===== config.mk =====
export PLATFORM = sky130hd
export DESIGN_NAME = clock_mode_control
export DESIGN_NICKNAME = d
export VERILOG_FILES = /design/src/core/placeholder_unused.sv /design/src/core/clock_mode_pkg.sv /design/src/core/clock_mode_control.sv
export SDC_FILE = /design/constraint.sdc
export NUM_CORES = 1
export LEC_CHECK = 0
export ABC_CLOCK_PERIOD_IN_PS = 4100
export BUFFER_PORTS_ARGS = -buffer_cell sky130_fd_sc_hd__buf_2
export CORE_MARGIN = 2
export CORE_UTILIZATION = 56
export CTS_CLUSTER_DIAMETER = 80
export DETAILED_ROUTE_END_ITERATION = 16
export GPL_ROUTABILITY_DRIVEN = 0
export GPL_TIMING_DRIVEN = 0
export PLACE_DENSITY_LB_ADDON = 0.3
export SETUP_SLACK_MARGIN = 0.02
export SYNTH_ARGS = -nofsm -noshare
export SYNTH_HDL_FRONTEND = slang
export SYNTH_SLANG_ARGS = --single-unit

===== constraint.sdc =====
create_clock -name clk_sys -period 4.1 [get_ports clk_sys]
set_clock_uncertainty 0.2 [all_clocks]
set_input_delay 0.82 -clock clk_sys [delete_from_list [all_inputs] [get_ports clk_sys]]
set_output_delay 0.82 -clock clk_sys [all_outputs]
set_load 0.01 [all_outputs]

===== src/core/placeholder_unused.sv =====
// Empty compilation unit kept minimal
`default_nettype none
`default_nettype wire


===== src/core/clock_mode_pkg.sv =====
// Package of constants and types for the clock mode control block
`default_nettype none

package clock_mode_pkg;

    // ****************************************************************
    // Register bus
    // ****************************************************************
    localparam int ADDR_W = 4;
    localparam int DATA_W = 8;

    localparam logic [3:0] CTRL_ONE_OFFSET   = 4'h0;
    localparam logic [3:0] CTRL_TWO_OFFSET   = 4'h1;
    localparam logic [3:0] CTRL_THREE_OFFSET = 4'h2;
    localparam logic [3:0] STATUS_OFFSET     = 4'h3;

    // ****************************************************************
    // Field positions
    // ****************************************************************
    // clock_gen_control_one
    localparam int CSS_HI  = 7;
    localparam int CSS_LO  = 6;
    localparam int REFERENCE_DIVIDER_HI = 5;
    localparam int REFERENCE_DIVIDER_LO = 3;
    localparam int REFS_BIT = 2;
    // clock_gen_control_two
    localparam int LP_BIT    = 3;
    localparam int EREN_BIT  = 1;
    // clock_gen_control_three
    localparam int LOST_LOCK_IRQ_ENABLE_BIT = 7;
    localparam int LOOP_SELECT_BIT  = 6;
    localparam int CME_BIT   = 5;
    localparam int VCO_MULTIPLIER_FIELD_HI   = 3;
    localparam int VCO_MULTIPLIER_FIELD_LO   = 0;
    // clock_gen_status
    localparam int LOST_LOCK_FLAG_BIT  = 7;
    localparam int LOCK_BIT  = 6;
    localparam int LSTAT_BIT = 5;
    localparam int RSTAT_BIT = 4;
    localparam int CST_HI    = 3;
    localparam int CST_LO    = 2;

    // ****************************************************************
    // Reset values and encodings
    // ****************************************************************
    localparam logic [1:0] CSS_RESET   = 2'h0;
    localparam logic [2:0] REFERENCE_DIVIDER_RESET  = 3'h0;
    localparam logic       REFS_RESET  = 1'b1;
    localparam logic [3:0] VCO_MULTIPLIER_FIELD_RESET  = 4'h1;
    localparam logic [7:0] DATA_ZERO   = 8'h00;

    localparam logic [1:0] SRC_FLL = 2'h0;
    localparam logic [1:0] SRC_INT = 2'h1;
    localparam logic [1:0] SRC_EXT = 2'h2;
    localparam logic [1:0] SRC_PLL = 2'h3;

    localparam logic [3:0] VCO_MULTIPLIER_FIELD_LAST_CODE = 4'hA;
    localparam logic [5:0] MULT_STEP      = 6'h04;
    localparam logic [5:0] MULT_MAX       = 6'h28;

    // ****************************************************************
    // Types
    // ****************************************************************
    typedef struct packed {
        logic [3:0] addr;
        logic [7:0] wdata;
        logic       wr;
        logic       rd;
    } reg_req_type;

    typedef enum logic [1:0] {
        SW_STEADY,
        SW_DRAIN_OLD,
        SW_ENGAGE_NEW
    } switch_state_type;

endpackage

`default_nettype wire


===== src/core/clock_mode_control.sv =====
// Clock generator mode control: control registers, loop enables and glitch-free output mux
//
// The address map and the plain strobed port are this design's own decisions.
`default_nettype none

// Operation
// RULE_01 - Interrupt when enable and lost-lock flag set
// RULE_02 - Loop select disables the unchosen loop
// RULE_03 - Monitor enable plus clock loss requests reset
// RULE_04 - Software enables monitor only with external reference
// RULE_05 - Software keeps frequency band while monitor on
// RULE_06 - Divider codes 1..10 multiply by four
// RULE_07 - Reserved divider codes; high codes give 40
// RULE_08 - Reset lands in engaged internal mode
// RULE_09 - Engaged internal: output from frequency loop
// RULE_10 - Engaged external needs clock select 00
// RULE_11 - Engaged external: loop locked to external
// RULE_12 - Bypassed internal selected by clock select 01
// RULE_13 - Bypassed internal: output is internal reference
// RULE_14 - Bypassed external selected by clock select 10
// RULE_15 - Bypassed external: output is external reference
// RULE_16 - Debug clock from frequency loop; phase loop off
// RULE_17 - Software may briefly overdrive bypassed external reference
// RULE_18 - Lost-lock flag sticky, write one clears
// RULE_19 - Status reports active source after switch
// RULE_20 - Glitch-free switch, old source until ready
module clock_mode_control
    import clock_mode_pkg::*;
(
    // Clock, reset and enable
    input  wire logic              clk_sys,
    input  wire logic              rst,
    input  wire logic              ce,
    // Register port
    input  wire reg_req_type       reg_req,
    output var  logic [DATA_W-1:0] rdata,
    // Sampled clock sources
    input  wire logic              int_ref_clk,
    input  wire logic              ext_ref_clk,
    input  wire logic              fll_clk,
    input  wire logic              pll_clk,
    // Source readiness and events
    input  wire logic              fll_locked,
    input  wire logic              pll_locked,
    input  wire logic              ext_ref_ready,
    input  wire logic              lock_lost,
    input  wire logic              ext_clock_lost,
    // Loop controls
    output var  logic              fll_enable,
    output var  logic              pll_enable,
    output var  logic              fll_ref_external,
    output var  logic [2:0]        ref_divider_out,
    output var  logic [5:0]        pll_multiplier,
    // Clocks and requests
    output var  logic              main_output_clock,
    output var  logic              local_debug_clock,
    output var  logic              lost_lock_irq,
    output var  logic              clock_monitor_reset
);

    // ****************************************************************
    // Decoding functions
    // ****************************************************************

    // Divider code to multiplication factor, reserved high codes clamp
    function automatic logic [5:0] vco_factor(input logic [3:0] code);
        logic [5:0] prod;
        prod = 6'({2'h0, code}) * MULT_STEP;
        if (code > VCO_MULTIPLIER_FIELD_LAST_CODE)
            vco_factor = MULT_MAX; // RULE_07
        else if (code == VCO_MULTIPLIER_FIELD_RESET - 4'h1)
            vco_factor = MULT_STEP; // RULE_07
        else
            vco_factor = prod; // RULE_06
    endfunction

    // Sampled level of a source by its status code
    function automatic logic src_level(input logic [1:0] code, input logic [3:0] lv);
        src_level = lv[code];
    endfunction

    // ****************************************************************
    // Registers
    // ****************************************************************
    logic [1:0]        clock_source_select_reg;
    logic [2:0]        reference_divider_reg;
    logic              reference_select_reg;
    logic              low_power_bit_reg;
    logic              external_ref_out_enable_reg;
    logic              lost_lock_irq_enable_reg;
    logic              loop_select_reg;
    logic              clock_monitor_enable_reg;
    logic [3:0]        vco_multiplier_field_reg;
    logic              lost_lock_flag_reg;
    logic [1:0]        clock_source_status_reg;
    logic              loop_status_reg;
    logic              ref_status_reg;
    logic [DATA_W-1:0] rdata_reg;
    switch_state_type  sw_state_reg;
    switch_state_type  sw_state_next;
    logic [1:0]        target_src_reg;
    logic              main_clk_reg;
    logic              debug_clk_reg;
    logic              irq_reg;
    logic              cm_reset_reg;
    logic              fll_en_reg;
    logic              pll_en_reg;
    logic              fll_ext_reg;
    logic [2:0]        reference_divider_out_reg;
    logic [5:0]        mult_reg;

    // ****************************************************************
    // Address decode
    // ****************************************************************
    wire logic wr_one   = reg_req.wr && (reg_req.addr == CTRL_ONE_OFFSET);
    wire logic wr_two   = reg_req.wr && (reg_req.addr == CTRL_TWO_OFFSET);
    wire logic wr_three = reg_req.wr && (reg_req.addr == CTRL_THREE_OFFSET);
    wire logic wr_stat  = reg_req.wr && (reg_req.addr == STATUS_OFFSET);

    logic [DATA_W-1:0] ctrl_one_val;
    logic [DATA_W-1:0] ctrl_two_val;
    logic [DATA_W-1:0] ctrl_three_val;
    logic [DATA_W-1:0] status_val;
    logic [DATA_W-1:0] read_mux;

    // Register images, reserved bits read zero
    always_comb
    begin
        ctrl_one_val = DATA_ZERO;
        ctrl_one_val[CSS_HI:CSS_LO] = clock_source_select_reg;
        ctrl_one_val[REFERENCE_DIVIDER_HI:REFERENCE_DIVIDER_LO] = reference_divider_reg;
        ctrl_one_val[REFS_BIT] = reference_select_reg;
        ctrl_two_val = DATA_ZERO;
        ctrl_two_val[LP_BIT] = low_power_bit_reg;
        ctrl_two_val[EREN_BIT] = external_ref_out_enable_reg;
        ctrl_three_val = DATA_ZERO;
        ctrl_three_val[LOST_LOCK_IRQ_ENABLE_BIT] = lost_lock_irq_enable_reg;
        ctrl_three_val[LOOP_SELECT_BIT] = loop_select_reg;
        ctrl_three_val[CME_BIT] = clock_monitor_enable_reg;
        ctrl_three_val[VCO_MULTIPLIER_FIELD_HI:VCO_MULTIPLIER_FIELD_LO] = vco_multiplier_field_reg;
        status_val = DATA_ZERO;
        status_val[LOST_LOCK_FLAG_BIT] = lost_lock_flag_reg;
        status_val[LOCK_BIT] = loop_select_reg ? pll_locked : fll_locked;
        status_val[LSTAT_BIT] = loop_status_reg;
        status_val[RSTAT_BIT] = ref_status_reg;
        status_val[CST_HI:CST_LO] = clock_source_status_reg;
    end

    // Read selection, unmapped addresses answer zero
    assign read_mux = (reg_req.addr == CTRL_ONE_OFFSET)   ? ctrl_one_val   :
                      (reg_req.addr == CTRL_TWO_OFFSET)   ? ctrl_two_val   :
                      (reg_req.addr == CTRL_THREE_OFFSET) ? ctrl_three_val :
                      (reg_req.addr == STATUS_OFFSET)     ? status_val     : DATA_ZERO;

    // ****************************************************************
    // Mode decode
    // ****************************************************************
    // Engaged modes take the chosen loop, bypassed modes a reference
    wire logic [1:0] engaged_src = loop_select_reg ? SRC_PLL : SRC_FLL; // RULE_02
    wire logic [1:0] req_src =
        (clock_source_select_reg == SRC_FLL) ? engaged_src :     // RULE_09 RULE_11
        (clock_source_select_reg == SRC_INT) ? SRC_INT :         // RULE_13
        (clock_source_select_reg == SRC_EXT) ? SRC_EXT :         // RULE_15
        clock_source_status_reg;
    wire logic [3:0] src_levels = {pll_clk, ext_ref_clk, int_ref_clk, fll_clk};
    wire logic [3:0] src_ready  = {pll_locked, ext_ref_ready, 1'b1, 1'b1};
    wire logic       active_lvl = src_level(clock_source_status_reg, src_levels);
    wire logic       target_lvl = src_level(target_src_reg, src_levels);

    // Low power stops the loops whenever clock select is not 00
    wire logic loops_allowed = !(low_power_bit_reg && (clock_source_select_reg != SRC_FLL));
    wire logic fll_en_next   = !loop_select_reg && loops_allowed; // RULE_02 RULE_16
    wire logic pll_en_next   = loop_select_reg && loops_allowed;  // RULE_02 RULE_16

    // ****************************************************************
    // Control register writes
    // ****************************************************************
    // Reset state is the engaged internal mode
    always_ff @(posedge clk_sys)
    begin
        if (rst)
        begin
            clock_source_select_reg <= CSS_RESET;    // RULE_08
            reference_divider_reg   <= REFERENCE_DIVIDER_RESET;   // RULE_08
            reference_select_reg    <= REFS_RESET;   // RULE_08
        end
        else if (ce && wr_one)
        begin
            clock_source_select_reg <= reg_req.wdata[CSS_HI:CSS_LO]; // RULE_10 RULE_12 RULE_14
            reference_divider_reg   <= reg_req.wdata[REFERENCE_DIVIDER_HI:REFERENCE_DIVIDER_LO];
            reference_select_reg    <= reg_req.wdata[REFS_BIT];
        end
    end

    // Second control register
    always_ff @(posedge clk_sys)
    begin
        if (rst)
        begin
            low_power_bit_reg           <= 1'b0;
            external_ref_out_enable_reg <= 1'b0;
        end
        else if (ce && wr_two)
        begin
            low_power_bit_reg           <= reg_req.wdata[LP_BIT];
            external_ref_out_enable_reg <= reg_req.wdata[EREN_BIT];
        end
    end

    // Third control register; monitor use is software's duty
    always_ff @(posedge clk_sys)
    begin
        if (rst)
        begin
            lost_lock_irq_enable_reg <= 1'b0;
            loop_select_reg          <= 1'b0;        // RULE_08
            clock_monitor_enable_reg <= 1'b0;
            vco_multiplier_field_reg <= VCO_MULTIPLIER_FIELD_RESET;
        end
        else if (ce && wr_three)
        begin
            lost_lock_irq_enable_reg <= reg_req.wdata[LOST_LOCK_IRQ_ENABLE_BIT];
            loop_select_reg          <= reg_req.wdata[LOOP_SELECT_BIT];
            clock_monitor_enable_reg <= reg_req.wdata[CME_BIT];
            vco_multiplier_field_reg <= reg_req.wdata[VCO_MULTIPLIER_FIELD_HI:VCO_MULTIPLIER_FIELD_LO];
        end
    end

    // Sticky flag: a loss in the clearing cycle is kept
    always_ff @(posedge clk_sys)
    begin
        if (rst)
            lost_lock_flag_reg <= 1'b0;                                   // RULE_18
        else if (ce && lock_lost)
            lost_lock_flag_reg <= 1'b1;                                   // RULE_18
        else if (ce && wr_stat && reg_req.wdata[LOST_LOCK_FLAG_BIT])
            lost_lock_flag_reg <= 1'b0;                                   // RULE_18
    end

    // Read data stands in the cycle after the strobe only
    always_ff @(posedge clk_sys)
    begin
        if (rst)
            rdata_reg <= DATA_ZERO;
        else if (ce)
            rdata_reg <= reg_req.rd ? read_mux : DATA_ZERO;
    end

    // ****************************************************************
    // Glitch-free source switch
    // ****************************************************************
    // Old source is left only at its low phase, new one joined at its low
    always_comb
    begin
        sw_state_next = sw_state_reg;
        case (sw_state_reg)
            SW_STEADY:
                if ((req_src != clock_source_status_reg) && src_ready[req_src])
                    sw_state_next = SW_DRAIN_OLD;                         // RULE_20
            SW_DRAIN_OLD:
                if (!active_lvl)
                    sw_state_next = SW_ENGAGE_NEW;                        // RULE_20
            SW_ENGAGE_NEW:
                if (!target_lvl)
                    sw_state_next = SW_STEADY;                            // RULE_20
            default:
                sw_state_next = SW_STEADY;
        endcase
    end

    always_ff @(posedge clk_sys)
    begin
        if (rst)
            sw_state_reg <= SW_STEADY;
        else if (ce)
            sw_state_reg <= sw_state_next;
    end

    // Target is latched so a later write cannot tear a switch
    always_ff @(posedge clk_sys)
    begin
        if (rst)
            target_src_reg <= SRC_FLL;
        else if (ce && sw_state_reg == SW_STEADY)
            target_src_reg <= req_src;
    end

    // Source status moves only once the new source drives the output; loop and reference status follow their bits a cycle late
    always_ff @(posedge clk_sys)
    begin
        if (rst)
        begin
            clock_source_status_reg <= SRC_FLL;
            loop_status_reg         <= 1'b0;
            ref_status_reg          <= REFS_RESET;
        end
        else if (ce)
        begin
            if (sw_state_reg == SW_ENGAGE_NEW && !target_lvl)
                clock_source_status_reg <= target_src_reg;                // RULE_19
            loop_status_reg <= loop_select_reg;                           // RULE_19
            ref_status_reg  <= reference_select_reg;                      // RULE_19
        end
    end

    // Output held low between the two sources
    wire logic main_clk_next = (sw_state_reg == SW_ENGAGE_NEW) ? 1'b0 :
                               (sw_state_reg == SW_DRAIN_OLD && !active_lvl) ? 1'b0 : active_lvl;

    always_ff @(posedge clk_sys)
    begin
        if (rst)
        begin
            main_clk_reg  <= 1'b0;
            debug_clk_reg <= 1'b0;
        end
        else if (ce)
        begin
            main_clk_reg  <= main_clk_next;                               // RULE_09 RULE_13 RULE_15
            debug_clk_reg <= fll_clk && fll_en_reg;                       // RULE_16
        end
    end

    // ****************************************************************
    // Loop controls and requests
    // ****************************************************************
    // Frequency loop follows the chosen reference even when bypassed
    always_ff @(posedge clk_sys)
    begin
        if (rst)
        begin
            fll_en_reg   <= 1'b1;
            pll_en_reg   <= 1'b0;
            fll_ext_reg  <= 1'b0;
            reference_divider_out_reg <= REFERENCE_DIVIDER_RESET;
            mult_reg     <= MULT_STEP;
        end
        else if (ce)
        begin
            fll_en_reg   <= fll_en_next;                                  // RULE_02 RULE_16
            pll_en_reg   <= pll_en_next;                                  // RULE_02 RULE_16
            fll_ext_reg  <= !reference_select_reg;                        // RULE_11 RULE_15
            reference_divider_out_reg <= reference_divider_reg;
            mult_reg     <= vco_factor(vco_multiplier_field_reg);         // RULE_06 RULE_07
        end
    end

    // Requests are levels while their cause stands
    always_ff @(posedge clk_sys)
    begin
        if (rst)
        begin
            irq_reg      <= 1'b0;
            cm_reset_reg <= 1'b0;
        end
        else if (ce)
        begin
            irq_reg      <= lost_lock_irq_enable_reg && lost_lock_flag_reg; // RULE_01
            cm_reset_reg <= clock_monitor_enable_reg && ext_clock_lost;   // RULE_03
        end
    end

    // ****************************************************************
    // Outputs
    // ****************************************************************
    assign rdata               = rdata_reg;
    assign fll_enable          = fll_en_reg;
    assign pll_enable          = pll_en_reg;
    assign fll_ref_external    = fll_ext_reg;
    assign ref_divider_out     = reference_divider_out_reg;
    assign pll_multiplier      = mult_reg;
    assign main_output_clock   = main_clk_reg;
    assign local_debug_clock   = debug_clk_reg;
    assign lost_lock_irq       = irq_reg;
    assign clock_monitor_reset = cm_reset_reg;

endmodule

`default_nettype wire


## Yosys cells after proc, flatten, opt, wreduce, memory -nomap -nowiden

Cells that the tools add are included.

| cells by class | value |
|---|---|
| div/mod/pow operators | 0 |
| add/sub/neg operators | 0 |
| reductions and logical operators | 33 |
| eq/ne operators | 11 |
| $lt $le $gt $ge | 4 |
| bitwise operators | 0 |
| multipliers | 0 |
| mux-type cells | 26 |
| shift-type cells | 0 |

Operators with widths:

| kind | number |
|---|---|
| 2-to-1 mux 8 bit | 5 |
| logical AND 1 bit | 20 |
| 2-to-1 mux 2 bit | 7 |
| 2-to-1 mux 6 bit | 2 |
| < comparator 2 x 3 -> 1 bit (second input constant) | 3 |
| == test 4 x 2 -> 1 bit (second input constant) | 2 |
| logical NOT 4 bit | 2 |
| 2-to-1 mux 1 bit | 8 |
| binary-select mux 1 bit (select 2 bit) | 3 |
| != test 2 bit (second input constant) | 3 |
| case mux 2 bit (3 select lines) | 1 |
| logical NOT 1 bit | 5 |
| == test 2 x 1 -> 1 bit (second input constant) | 2 |
| == test 2 bit (second input constant) | 2 |
| == test 4 x 1 -> 1 bit (second input constant) | 1 |
| greater-than comparator 4 bit (second input constant) | 1 |
| logical NOT 2 bit | 2 |
| AND reduction 4 bit | 1 |
| nonzero test 2 bit | 2 |
| != test 2 bit | 1 |
| AND reduction 2 bit | 1 |

| storage, ports and cells | value |
|---|---|
| memory bits (read-only) | 0 |
| logic and storage cells | 99 |
| output and inout port bits | 24 |
| bits in registers | 48 |
| bits in latches | 0 |
| input bits | 26 |
| memories | 0 |
| RAM bits | 0 |

## Longest topological paths before layout

Gate-level depths: netlist of the first run.

| depth | value |
|---|---|
| depth after elaboration | 9 |
| depth in mapped cells | 6 |
| gate-level depth less buffers | 4 |

## Least setup slack after synthesis of the first run

OpenSTA, ideal clock, no wires.

| timing path | value |
|---|---|
| path type | input port to flip-flop |
| start point | in reg_req[13] (netlist bit) |
| end point | reg rdata_reg[3], in the netlist rdata[3] |
| setup time | 0.128 ns |
| data required time | 3.772 ns |
| stages | 4 |
| path buffers | 0 |
| arrival time | 1.787 ns |
| path slack | 1.986 ns |
| cell sequence | or3_1 mux4_2 a22oi_1 nor2_1 |

| on the way | value |
|---|---|
| word-level cells in the longest chain between the ends | 6 |
| elaborated cells between the ends (all ways) | 9 |
| classes of those cells | eq/ne: 3; mux: 5; reduce/logical: 1 |

RTL lines:

| item | line | RTL |
|---|---|---|
| start: declaration | clock_mode_control.sv:35 | `input wire reg_req_type reg_req,` |
| == test 4 x 2 -> 1 bit | clock_mode_control.sv:153 | `(reg_req.addr == STATUS_OFFSET) ? status_val : DATA_ZERO;` |
| 2-to-1 mux 8 bit | clock_mode_control.sv:153 |  |
| 2-to-1 mux 8 bit | clock_mode_control.sv:152 | `(reg_req.addr == CTRL_THREE_OFFSET) ? ctrl_three_val :` |
| 2-to-1 mux 8 bit | clock_mode_control.sv:151 | `(reg_req.addr == CTRL_TWO_OFFSET) ? ctrl_two_val :` |
| 2-to-1 mux 8 bit (*) | clock_mode_control.sv:150 | `assign read_mux = (reg_req.addr == CTRL_ONE_OFFSET) ? ctrl_one_val :` |
| 2-to-1 mux 8 bit (*) | clock_mode_control.sv:246 | `rdata_reg <= reg_req.rd ? read_mux : DATA_ZERO;` |
| end signal: assignment | clock_mode_control.sv:246 |  |
| end: declaration | clock_mode_control.sv:98 | `logic [DATA_W-1:0] rdata_reg;` |

Mark *: on every way between the ends. The rest lies on a longest branch, timed or not.
A chain may end at the register's enable or synchronous reset.

## Worst setup path in the final report of the first run

| timing path | value |
|---|---|
| start point | in reg_req[11] (netlist bit) |
| end point | reg reference_select_reg |

| on the way | value |
|---|---|
| word-level cells in the longest chain between the ends | 3 |

RTL lines:

| item | line | RTL |
|---|---|---|
| logical NOT 4 bit | clock_mode_control.sv:115 | `wire logic wr_one = reg_req.wr && (reg_req.addr == CTRL_ONE_OFFSET);` |
| logical AND 1 bit | clock_mode_control.sv:115 |  |
| logical AND 1 bit | clock_mode_control.sv:187 | `else if (ce && wr_one)` |
| end signal: assignment | clock_mode_control.sv:191 | `reference_select_reg <= reg_req.wdata[REFS_BIT];` |
| end: declaration | clock_mode_control.sv:87 | `logic reference_select_reg;` |

Every way passes these cells.

==> results of run 1 <==
==> worst reg2reg max path, cell delays in order (launching register included) <==
cell and delay, ns:
dfxtp_1 0.39, mux4_2 0.57, nor4_4 0.21, mux2i_1 0.21, nor2_1 0.06
==> layout make-up <==
| class | count | share of cell area [%] |
|---|---|---|
| Timing Repair Buffer | 46 | 9.364 |
| Sequential cell | 46 | 37.46 |
| Clock buffer | 6 | 3.359 |
| Tap cell | 48 | 2.443 |
| Inverter | 7 | 1.069 |
| Clock inverter | 2 | 0.5089 |
| Buffer | 19 | 3.715 |
| Multi-Input combinational cell | 162 | 42.09 |
==> synthesized netlist by cell type, types with 4 or more instances <==
library cell  instances  area [um2]
dfxtp_1              46       920.9
a21oi_1              26       130.1
nand2_1              24       90.09
nand3_1              21       105.1
nor2_1               21       78.83
mux2i_1              12       120.1
clkbuf_1              9       33.78
a22oi_1               8       60.06
buf_2                 7       35.03
inv_1                 6       22.52
o21ai_1               4       20.02
==> cell families (layout without fill, tap and decap cells) <==
kind of cell | count (synthesis) | count (layout) | share of synthesized area [%]
AO/OA/AOI/OAI | 62 | 62 | 19.65
buffers and inverters | 26 | 80 | 5.683
flip-flops | 46 | 46 | 44.50
multiplexers | 15 | 15 | 9.069
other | 1 | 2 | 0.1812
AND/OR/NAND/NOR | 83 | 83 | 20.92
==> worst max-delay path by stage <==
| stage | start | to | slack [ns] | cells past startpoint |
|---|---|---|---|---|
| 2_1_floorplan | reg_req[13] | rdata[3]$_SDFFE_PP0P_ | 1.99 | 4 |
| 3_3_place_gp | reg_req[11] | reference_select_reg$_SDFFE_PP1P_ | 1.74 | 5 |
| 3_5_place_dp | reg_req[11] | reference_select_reg$_SDFFE_PP1P_ | 1.72 | 5 |
| 4_1_cts | reg_req[11] | reference_select_reg$_SDFFE_PP1P_ | 2.05 | 5 |
| 5_1_grt | ce | rdata[0]$_SDFFE_PP0P_ | 1.99 | 6 |
| 6_report | reg_req[11] | reference_select_reg$_SDFFE_PP1P_ | 2.00 | 5 |
==> where the power goes <==
| part | total [mW] | switching [mW] | leakage, nW | internal, mW |
|---|---|---|---|---|
| clock | 0.297 | 0.162 | 0.0472 | 0.136 |
| combinational | 0.0800 | 0.0489 | 0.583 | 0.0311 |
| sequential | 0.456 | 0.00370 | 0.372 | 0.453 |
| total | 0.834 | 0.214 | 1.00 | 0.619 |
==> layer usage <==
layer	GRT usage (%)	share of wire (%)	vias to the layer above
li1	-	-	939
met3	5.903	6.0	10
met5	0	0	-
met1	36.85	45	918
met2	42.65	47	64
met4	9.574	1.5	0
==> through the flow <==
stage | util (%) | total power, mW | instance area, um2
final | 68.18 | 0.8336 | 2459
after global routing | 68.18 | 0.8636 | 2459
after CTS | 68.18 | 0.8362 | 2459
after detailed placement | 65.54 | 0.5456 | 2364
after global placement | 65.54 | 0.5443 | 2364
after floorplan | - | 0.5127 | 2073
==> impl_metrics.env, run 1 <==
export IMPL_outcome="finished, final reports clean"
export IMPL_reg2reg_slack_ns=2.34
export IMPL_finalHoldViolations=0
export IMPL_r2r_cells=4
export IMPL_clkLatencyLatePin_ns=0.31
export IMPL_crit_chain="buf_2 > buf_2 > nor2_2 > nand2_1 > a211o_1"
export IMPL_synth_cell_type_count=44
export IMPL_ys_flop_type="dfxtp_1"
export IMPL_drive_gt1_share_pct=25.35
export IMPL_relSlewSlack_pct=61.60
export IMPL_ir_drop_v=0.0003321
export IMPL_numClockSinks=46
export IMPL_worstSetupPathType="input pin to register"
export IMPL_timing_final_crit_share_pct=51.18
export IMPL_cts_root_buf="clkbuf_8"
export IMPL_r2r_start="target_src_reg[0]$_SDFFE_PP0P_"
export IMPL_cts_buffers=5
export IMPL_drt_iter0_drc=136
export IMPL_max_freq_ghz=0.4766
export IMPL_critPathBufInv=2
export IMPL_min_period_ns=2.098
export IMPL_slew_viol_final=0
export IMPL_die_width_um=64.79
export IMPL_maxCapViolCount=0
export IMPL_antenna_cells=0
export IMPL_hpwl_mm=3.657
export IMPL_fin_ws_ns=2.002
export IMPL_globalRoute_totalOverflow=0
export IMPL_fin_setup_tns_ns=0
export IMPL_cts_max_level=2
export IMPL_clk_pin_slew_worst_paths_ns=0.09
export IMPL_tightest_slew_ns=0.5760
export IMPL_cp_arrival_ns=2.11
export IMPL_yosys_register_bits=46
export IMPL_vias=1931
export IMPL_wl_mm=5.175
export IMPL_fin_nets=313
export IMPL_cp_common_cell="buf_2"
export IMPL_dp_cells=328
export IMPL_layout_common_cells="buf_2 (53), dfxtp_1 (46), a21oi_1 (26)"
export IMPL_ys_seq_area_share_pct=44.50
export IMPL_drc=0
export IMPL_async_flop_share_pct=0
export IMPL_routed_via_density=5.747
export IMPL_start_util_pct=57.39
export IMPL_ctsResizeCount=0
export IMPL_final_common_cell="buf_2"
export IMPL_antenna_found_initial=0
export IMPL_nFillCells=320
export IMPL_wl_per_cell_um=15.40
export IMPL_io_pins=50
export IMPL_io_buffers=46
export IMPL_pre_cts_slack_ns=1.725
export IMPL_postSynthAreaPerCell_um2=8.882
export IMPL_critPathMaxStageDelay_ns=0.36
export IMPL_ff_latch_area_um2=920.9
export IMPL_rsz0062_at_grt="no"
export IMPL_cts_hold_buf=0
export IMPL_clk_path_buf_depth=2
export IMPL_min_from="pll_enable$_SDFFE_PP0P_"
export IMPL_slowest_stage="nor2_2"
export IMPL_die_h_um=64.79
export IMPL_grt_pass1_vias=1749
export IMPL_hold_worst_slack_ns=0.2624
export IMPL_setup_viol=0
export IMPL_largest_reg_flops=8
export IMPL_cp_max_fo=10
export IMPL_grtUsageTotal_pct=27.14
export IMPL_grt_pass1_wl_mm=8.597
export IMPL_hold_class="register to register"
export IMPL_ys_warn_count=0
export IMPL_required_ns=4.11
export IMPL_reg2reg_to="clock_source_status_reg[1]$_SDFFE_PP0P_"
export IMPL_leakagePower_nw=1.002
export IMPL_worstSetupEndpointType="register"
export IMPL_first_pass_iters=4
export IMPL_detail_route_antenna_nets=0
export IMPL_core_rowCount=22
export IMPL_core_mm2=0.003606
export IMPL_critPathLaunchType="input pin"
export IMPL_die_area_mm2=0.004198
export IMPL_areaGrowthSynthToFinish_pct=18.80
export IMPL_p_per_area_mw_per_mm2=339.0
export IMPL_syn_area_mm2=0.002069
export IMPL_hold_path_end="pll_enable$_SDFFE_PP0P_"
export IMPL_grt_max_degree=15
export IMPL_post_synth_inst_count=233
export IMPL_holdPathStages=2
export IMPL_critPathTopFamily="simple AND/OR/NAND/NOR gates"
export IMPL_multi_input_area_mm2=0.001035
export IMPL_synth_edf_count=0
export IMPL_cts_tree="yes"
export IMPL_layoutNonFillerInstCount=336
export IMPL_cts_setup_buffers=0
Power figures use the tool's default switching activity.
==> inputs of run 2 (changes only) <==
ABC_CLOCK_PERIOD_IN_PS = 1900   (was 4100)
CORE_UTILIZATION = 47   (was 56)
clock period = 1.9 ns   (was 4.1 ns; I/O delays follow)
==> run 2 against run 1 <==
- worst hold slack worse by 0.15 ns
- routed wire length down 0.83%
- first-iteration DRC count down 7.4%
- combinational power up 110%
- core utilization down 11 points
- worst setup slack worse by 1.9 ns
==> impl_metrics.env, run 2 (synthesis results as in run 1) <==
export IMPL_hold_class="input pin to register"
export IMPL_cts_setup_buffers=0
export IMPL_clk_path_buf_depth=2
export IMPL_cts_buffers=5
export IMPL_clkLatencyLatePin_ns=0.31
export IMPL_outcome="finished, final reports clean"
export IMPL_multi_input_area_mm2=0.001035
export IMPL_first_pass_iters=4
export IMPL_maxCapViolCount=0
export IMPL_power_switching_uw=450.9
export IMPL_clk_pin_slew_worst_paths_ns=0.09
export IMPL_p_per_area_mw_per_mm2=725.5
export IMPL_relSlewSlack_pct=60.37
export IMPL_crit_path_start="low_power_bit_reg$_SDFFE_PP0P_"
export IMPL_holdPathStages=3
export IMPL_cts_hold_buf=0
export IMPL_die_h_um=70.36
export IMPL_max_freq_ghz=0.5676
export IMPL_core_rowCount=24
export IMPL_cp_max_fo=3
export IMPL_core_mm2=0.004294
export IMPL_hold_worst_slack_ns=0.1150
export IMPL_hold_path_end="reference_divider_reg[1]$_SDFFE_PP0P_"
export IMPL_slew_viol_final=0
export IMPL_wl_per_cell_um=15.09
export IMPL_largest_reg_flops=8
export IMPL_p_int_mw=1.336
export IMPL_netSwitchingFraction_pct=25.23
export IMPL_finalHoldViolations=0
export IMPL_antenna_found_initial=0
export IMPL_grt_max_degree=15
export IMPL_critPathLaunchType="register"
export IMPL_ir_drop_v=0.0003627
export IMPL_grt_pass1_vias=1593
export IMPL_drc=0
export IMPL_placed_cell_area_mm2=0.002369
export IMPL_min_period_ns=1.762
export IMPL_layout_common_cells="buf_2 (53), dfxtp_1 (46), a21oi_1 (26)"
export IMPL_min_from="reg_req[6]"
export IMPL_worstSetupPathType="register to register"
export IMPL_io_pins=50
export IMPL_setup_viol=0
export IMPL_ff_latch_area_um2=920.9
export IMPL_cts_max_level=2
export IMPL_drive_gt1_share_pct=25.35
export IMPL_grtUsageTotal_pct=20.85
export IMPL_fin_nets=313
export IMPL_drt_iter0_drc=126
export IMPL_ctsResizeCount=0
export IMPL_cts_root_buf="clkbuf_8"
export IMPL_r2r_cells=4
export IMPL_required_ns=1.89
export IMPL_reg2reg_slack_ns=0.14
export IMPL_wl_mm=5.132
export IMPL_globalRoute_totalOverflow=0
export IMPL_worstSetupEndpointType="register"
export IMPL_grt_pass1_wl_mm=8.066
export IMPL_p_comb_share_pct=9.6
export IMPL_hpwl_mm=3.661
export IMPL_die_width_um=70.36
export IMPL_cts_tree="yes"
export IMPL_final_common_cell="buf_2"
export IMPL_routed_via_density=5.529
export IMPL_start_util_pct=48.19
export IMPL_die_area_mm2=0.004950
export IMPL_cp_arrival_ns=1.75
export IMPL_antenna_cells=0
export IMPL_layoutNonFillerInstCount=340
export IMPL_utilization_pct=57.37
export IMPL_io_buffers=46
export IMPL_reg2reg_to="rdata[3]$_SDFFE_PP0P_"
export IMPL_vias=1880
export IMPL_detail_route_antenna_nets=0
export IMPL_p_clk_share_pct=35.3
export IMPL_r2r_start="low_power_bit_reg$_SDFFE_PP0P_"
export IMPL_tightest_slew_ns=0.5945
export IMPL_stdcell_area_mm2=0.002464
export IMPL_nFillCells=412
export IMPL_p_seq_share_pct=55.1
export IMPL_timing_final_crit_share_pct=92.73
export IMPL_numClockSinks=46
export IMPL_leakagePower_nw=1.002
export IMPL_areaGrowthSynthToFinish_pct=19.04
export IMPL_dp_cells=332
export IMPL_rsz0062_at_grt="no"
-- run 2: cell counts in the layout (fill, tap and decap cells not counted) --
Identical to the previous run, type by type.
-- run 2: cell type report --
class / instances / share of cell area (%)
Multi-Input combinational cell: 162 / 42.00
Sequential cell: 46 / 37.38
Clock buffer: 6 / 3.352
Buffer: 19 / 3.707
Timing Repair Buffer: 46 / 9.345
Inverter: 7 / 1.067
Tap cell: 52 / 2.641
Clock inverter: 2 / 0.5079
-- run 2: critical path: stages, from the launching register on --
cell	delay (ns)
dfxtp_1	0.35
or3_1	0.39
mux4_2	0.48
a22oi_1	0.17
nor2_1	0.05
-- run 2: how the worst max path moves through the flow --
stage	to	slack, ns	cells past startpoint
3_5_place_dp	reference_select_reg$_SDFFE_PP1P_	-0.05	5
4_1_cts	clock_source_status_reg[1]$_SDFFE_PP0P_	0.13	4
2_1_floorplan	rdata[3]$_SDFFE_PP0P_	0.23	4
6_report	rdata[3]$_SDFFE_PP0P_	0.14	4
3_3_place_gp	reference_select_reg$_SDFFE_PP1P_	-0.09	5
5_1_grt	clock_source_status_reg[1]$_SDFFE_PP0P_	0.03	4
-- run 2: routing by layer --
metal,track usage [%],wire length [um]
met2,31.03,2487
met1,30.41,2355
met3,4.473,253
met4,5.769,35
met5,0,0
-- run 2: power by group through the flow --
stage	Clock, mW	Sequential, mW	Combinational (mW)
after global routing	0.676	0.987	0.187
after detailed placement	0	1.01	0.170
after global placement	0	1.01	0.169
final	0.632	0.984	0.171
after floorplan	0	1.01	0.0962
after CTS	0.638	0.984	0.170
-- run 2: through the flow --
step | setup TNS [ns] | power [mW] | setup slack (ns)
finish | 0 | 1.787 | 0.1381
global route | 0 | 1.850 | 0.02954
CTS | 0 | 1.793 | 0.1282
detailed placement | -0.06983 | 1.177 | -0.04755
global placement | -0.1052 | 1.176 | -0.09110
floorplan | 0 | 1.106 | 0.2255
==> inputs of run 3 (changes only) <==
CORE_UTILIZATION = 50   (was 47)
CTS_BUF_LIST = sky130_fd_sc_hd__clkbuf_8   (was unset)
==> run 3 against run 2 <==
- final cell count is 0.88% lower
- register-to-register slack about the same
- via count rose by 1.2%
==> impl_metrics.env, run 3 (synthesis results as in run 1) <==
export IMPL_detail_route_antenna_nets=0
export IMPL_cts_max_level=2
export IMPL_antenna_cells=0
export IMPL_die_width_um=68.34
export IMPL_rsz0062_at_grt="no"
export IMPL_slowest_stage="mux4_2"
export IMPL_nFillCells=347
export IMPL_die_area_mm2=0.004670
export IMPL_cp_max_fo=3
export IMPL_wl_mm=4.970
export IMPL_ir_drop_v=0.0003941
export IMPL_numClockSinks=46
export IMPL_cts_tree="yes"
export IMPL_timing_final_crit_share_pct=92.78
export IMPL_critPathLaunchType="register"
export IMPL_fin_nets=313
export IMPL_die_h_um=68.34
export IMPL_finalHoldViolations=0
export IMPL_worstSetupPathType="register to register"
export IMPL_io_pins=50
export IMPL_io_buffers=46
export IMPL_stdcell_area_mm2=0.002445
export IMPL_layout_common_cells="buf_2 (53), dfxtp_1 (46), a21oi_1 (26)"
export IMPL_cts_setup_buffers=0
export IMPL_layoutNonFillerInstCount=337
export IMPL_drt_iter0_drc=109
export IMPL_grt_pass1_vias=1577
export IMPL_relSlewSlack_pct=60.01
export IMPL_final_common_cell="buf_2"
export IMPL_cts_buffers=5
export IMPL_start_util_pct=51.74
export IMPL_drive_gt1_share_pct=25.09
export IMPL_maxCapViolCount=0
export IMPL_vias=1902
export IMPL_dp_cells=330
export IMPL_largest_reg_flops=8
export IMPL_globalRoute_totalOverflow=0
export IMPL_leakagePower_nw=0.9987
export IMPL_outcome="finished, final reports clean"
export IMPL_power_mw=1.712
export IMPL_cp_arrival_ns=1.74
export IMPL_areaGrowthSynthToFinish_pct=18.14
export IMPL_grtUsageTotal_pct=22.85
export IMPL_multi_input_area_mm2=0.001035
export IMPL_p_per_area_mw_per_mm2=700.1
export IMPL_crit_chain="mux4_2 > nor4_4 > mux2i_1 > nor2_1"
export IMPL_tightest_slew_ns=0.5998
export IMPL_cts_root_buf="clkbuf_8"
export IMPL_placed_cell_area_mm2=0.002366
export IMPL_ff_latch_area_um2=920.9
export IMPL_grt_max_degree=14
export IMPL_max_freq_ghz=0.5673
export IMPL_clkLatencyLatePin_ns=0.30
export IMPL_antenna_found_initial=0
export IMPL_hold_class="input pin to register"
export IMPL_hpwl_mm=3.630
export IMPL_required_ns=1.88
export IMPL_drc=0
export IMPL_wl_per_cell_um=14.75
export IMPL_setup_viol=0
export IMPL_clk_pin_slew_worst_paths_ns=0.08
export IMPL_core_mm2=0.004000
export IMPL_slew_viol_final=0
export IMPL_first_pass_iters=5
export IMPL_grt_pass1_wl_mm=7.659
export IMPL_min_period_ns=1.763
export IMPL_routed_via_density=5.644
export IMPL_core_rowCount=23
export IMPL_clk_path_buf_depth=2
export IMPL_critPathMaxStageDelay_ns=0.56
export IMPL_cts_hold_buf=0
export IMPL_worstSetupEndpointType="register"
export IMPL_ctsResizeCount=0
[run 3: where the power goes]
part	internal, mW	switching (mW)
clock	0.247	0.310
combinational	0.0671	0.103
sequential	0.977	0.00776
[run 3: metal layers]
metal	wire (um)	global-route usage [%]	up-vias	share of wire (%)
met5	0	0	-	0
met4	70	6.750	0	1.4
met3	378	5.428	7	7.6
met2	2355	35.07	83	47
met1	2166	31.86	872	44
li1	-	-	940	-
[run 3: layout make-up]
type / instances / share of cell area (%)
Multi-Input combinational cell: 162 / 42.32
Sequential cell: 46 / 37.67
Timing Repair Buffer: 46 / 9.417
Buffer: 19 / 3.736
Clock buffer: 5 / 2.815
Tap cell: 50 / 2.559
Inverter: 7 / 1.075
Clock inverter: 2 / 0.4094
[run 3: worst paths after layout]
| kind | from | to | slack (ns) | cells after the start |
|---|---|---|---|---|
| worst min-delay path | reg_req[2] | vco_multiplier_field_reg[0]$_SDFFE_PP1P_ | 0.12 | 2 |
| worst min register to register | external_ref_out_enable_reg$_SDFFE_PP0P_ | external_ref_out_enable_reg$_SDFFE_PP0P_ | 0.26 | 2 |
| worst max-delay path | target_src_reg[0]$_SDFFE_PP0P_ | clock_source_status_reg[0]$_SDFFE_PP0P_ | 0.14 | 4 |
| worst max register to register | target_src_reg[0]$_SDFFE_PP0P_ | clock_source_status_reg[0]$_SDFFE_PP0P_ | 0.14 | 4 |
[run 3: per-stage QoR]
step	hold slack, ns	TNS [ns]	setup slack [ns]	util, %
after CTS	0.1188	0	0.1117	61.12
final	0.1247	0	0.1372	61.12
after global routing	0.1195	0	0.06871	61.12
after detailed placement	0.2469	-0.02412	-0.02412	59.15
after floorplan	0.2360	0	0.2255	-
after global placement	0.2339	-0.03975	-0.02476	59.15
[run 3: critical path, delay by kind of cell (launching register included)]
| kind | cells | cell delay (ns) |
|---|---|---|
| multiplexers | 2 | 0.81 |
| flip-flops | 1 | 0.38 |
| AND/OR/NAND/NOR | 2 | 0.25 |
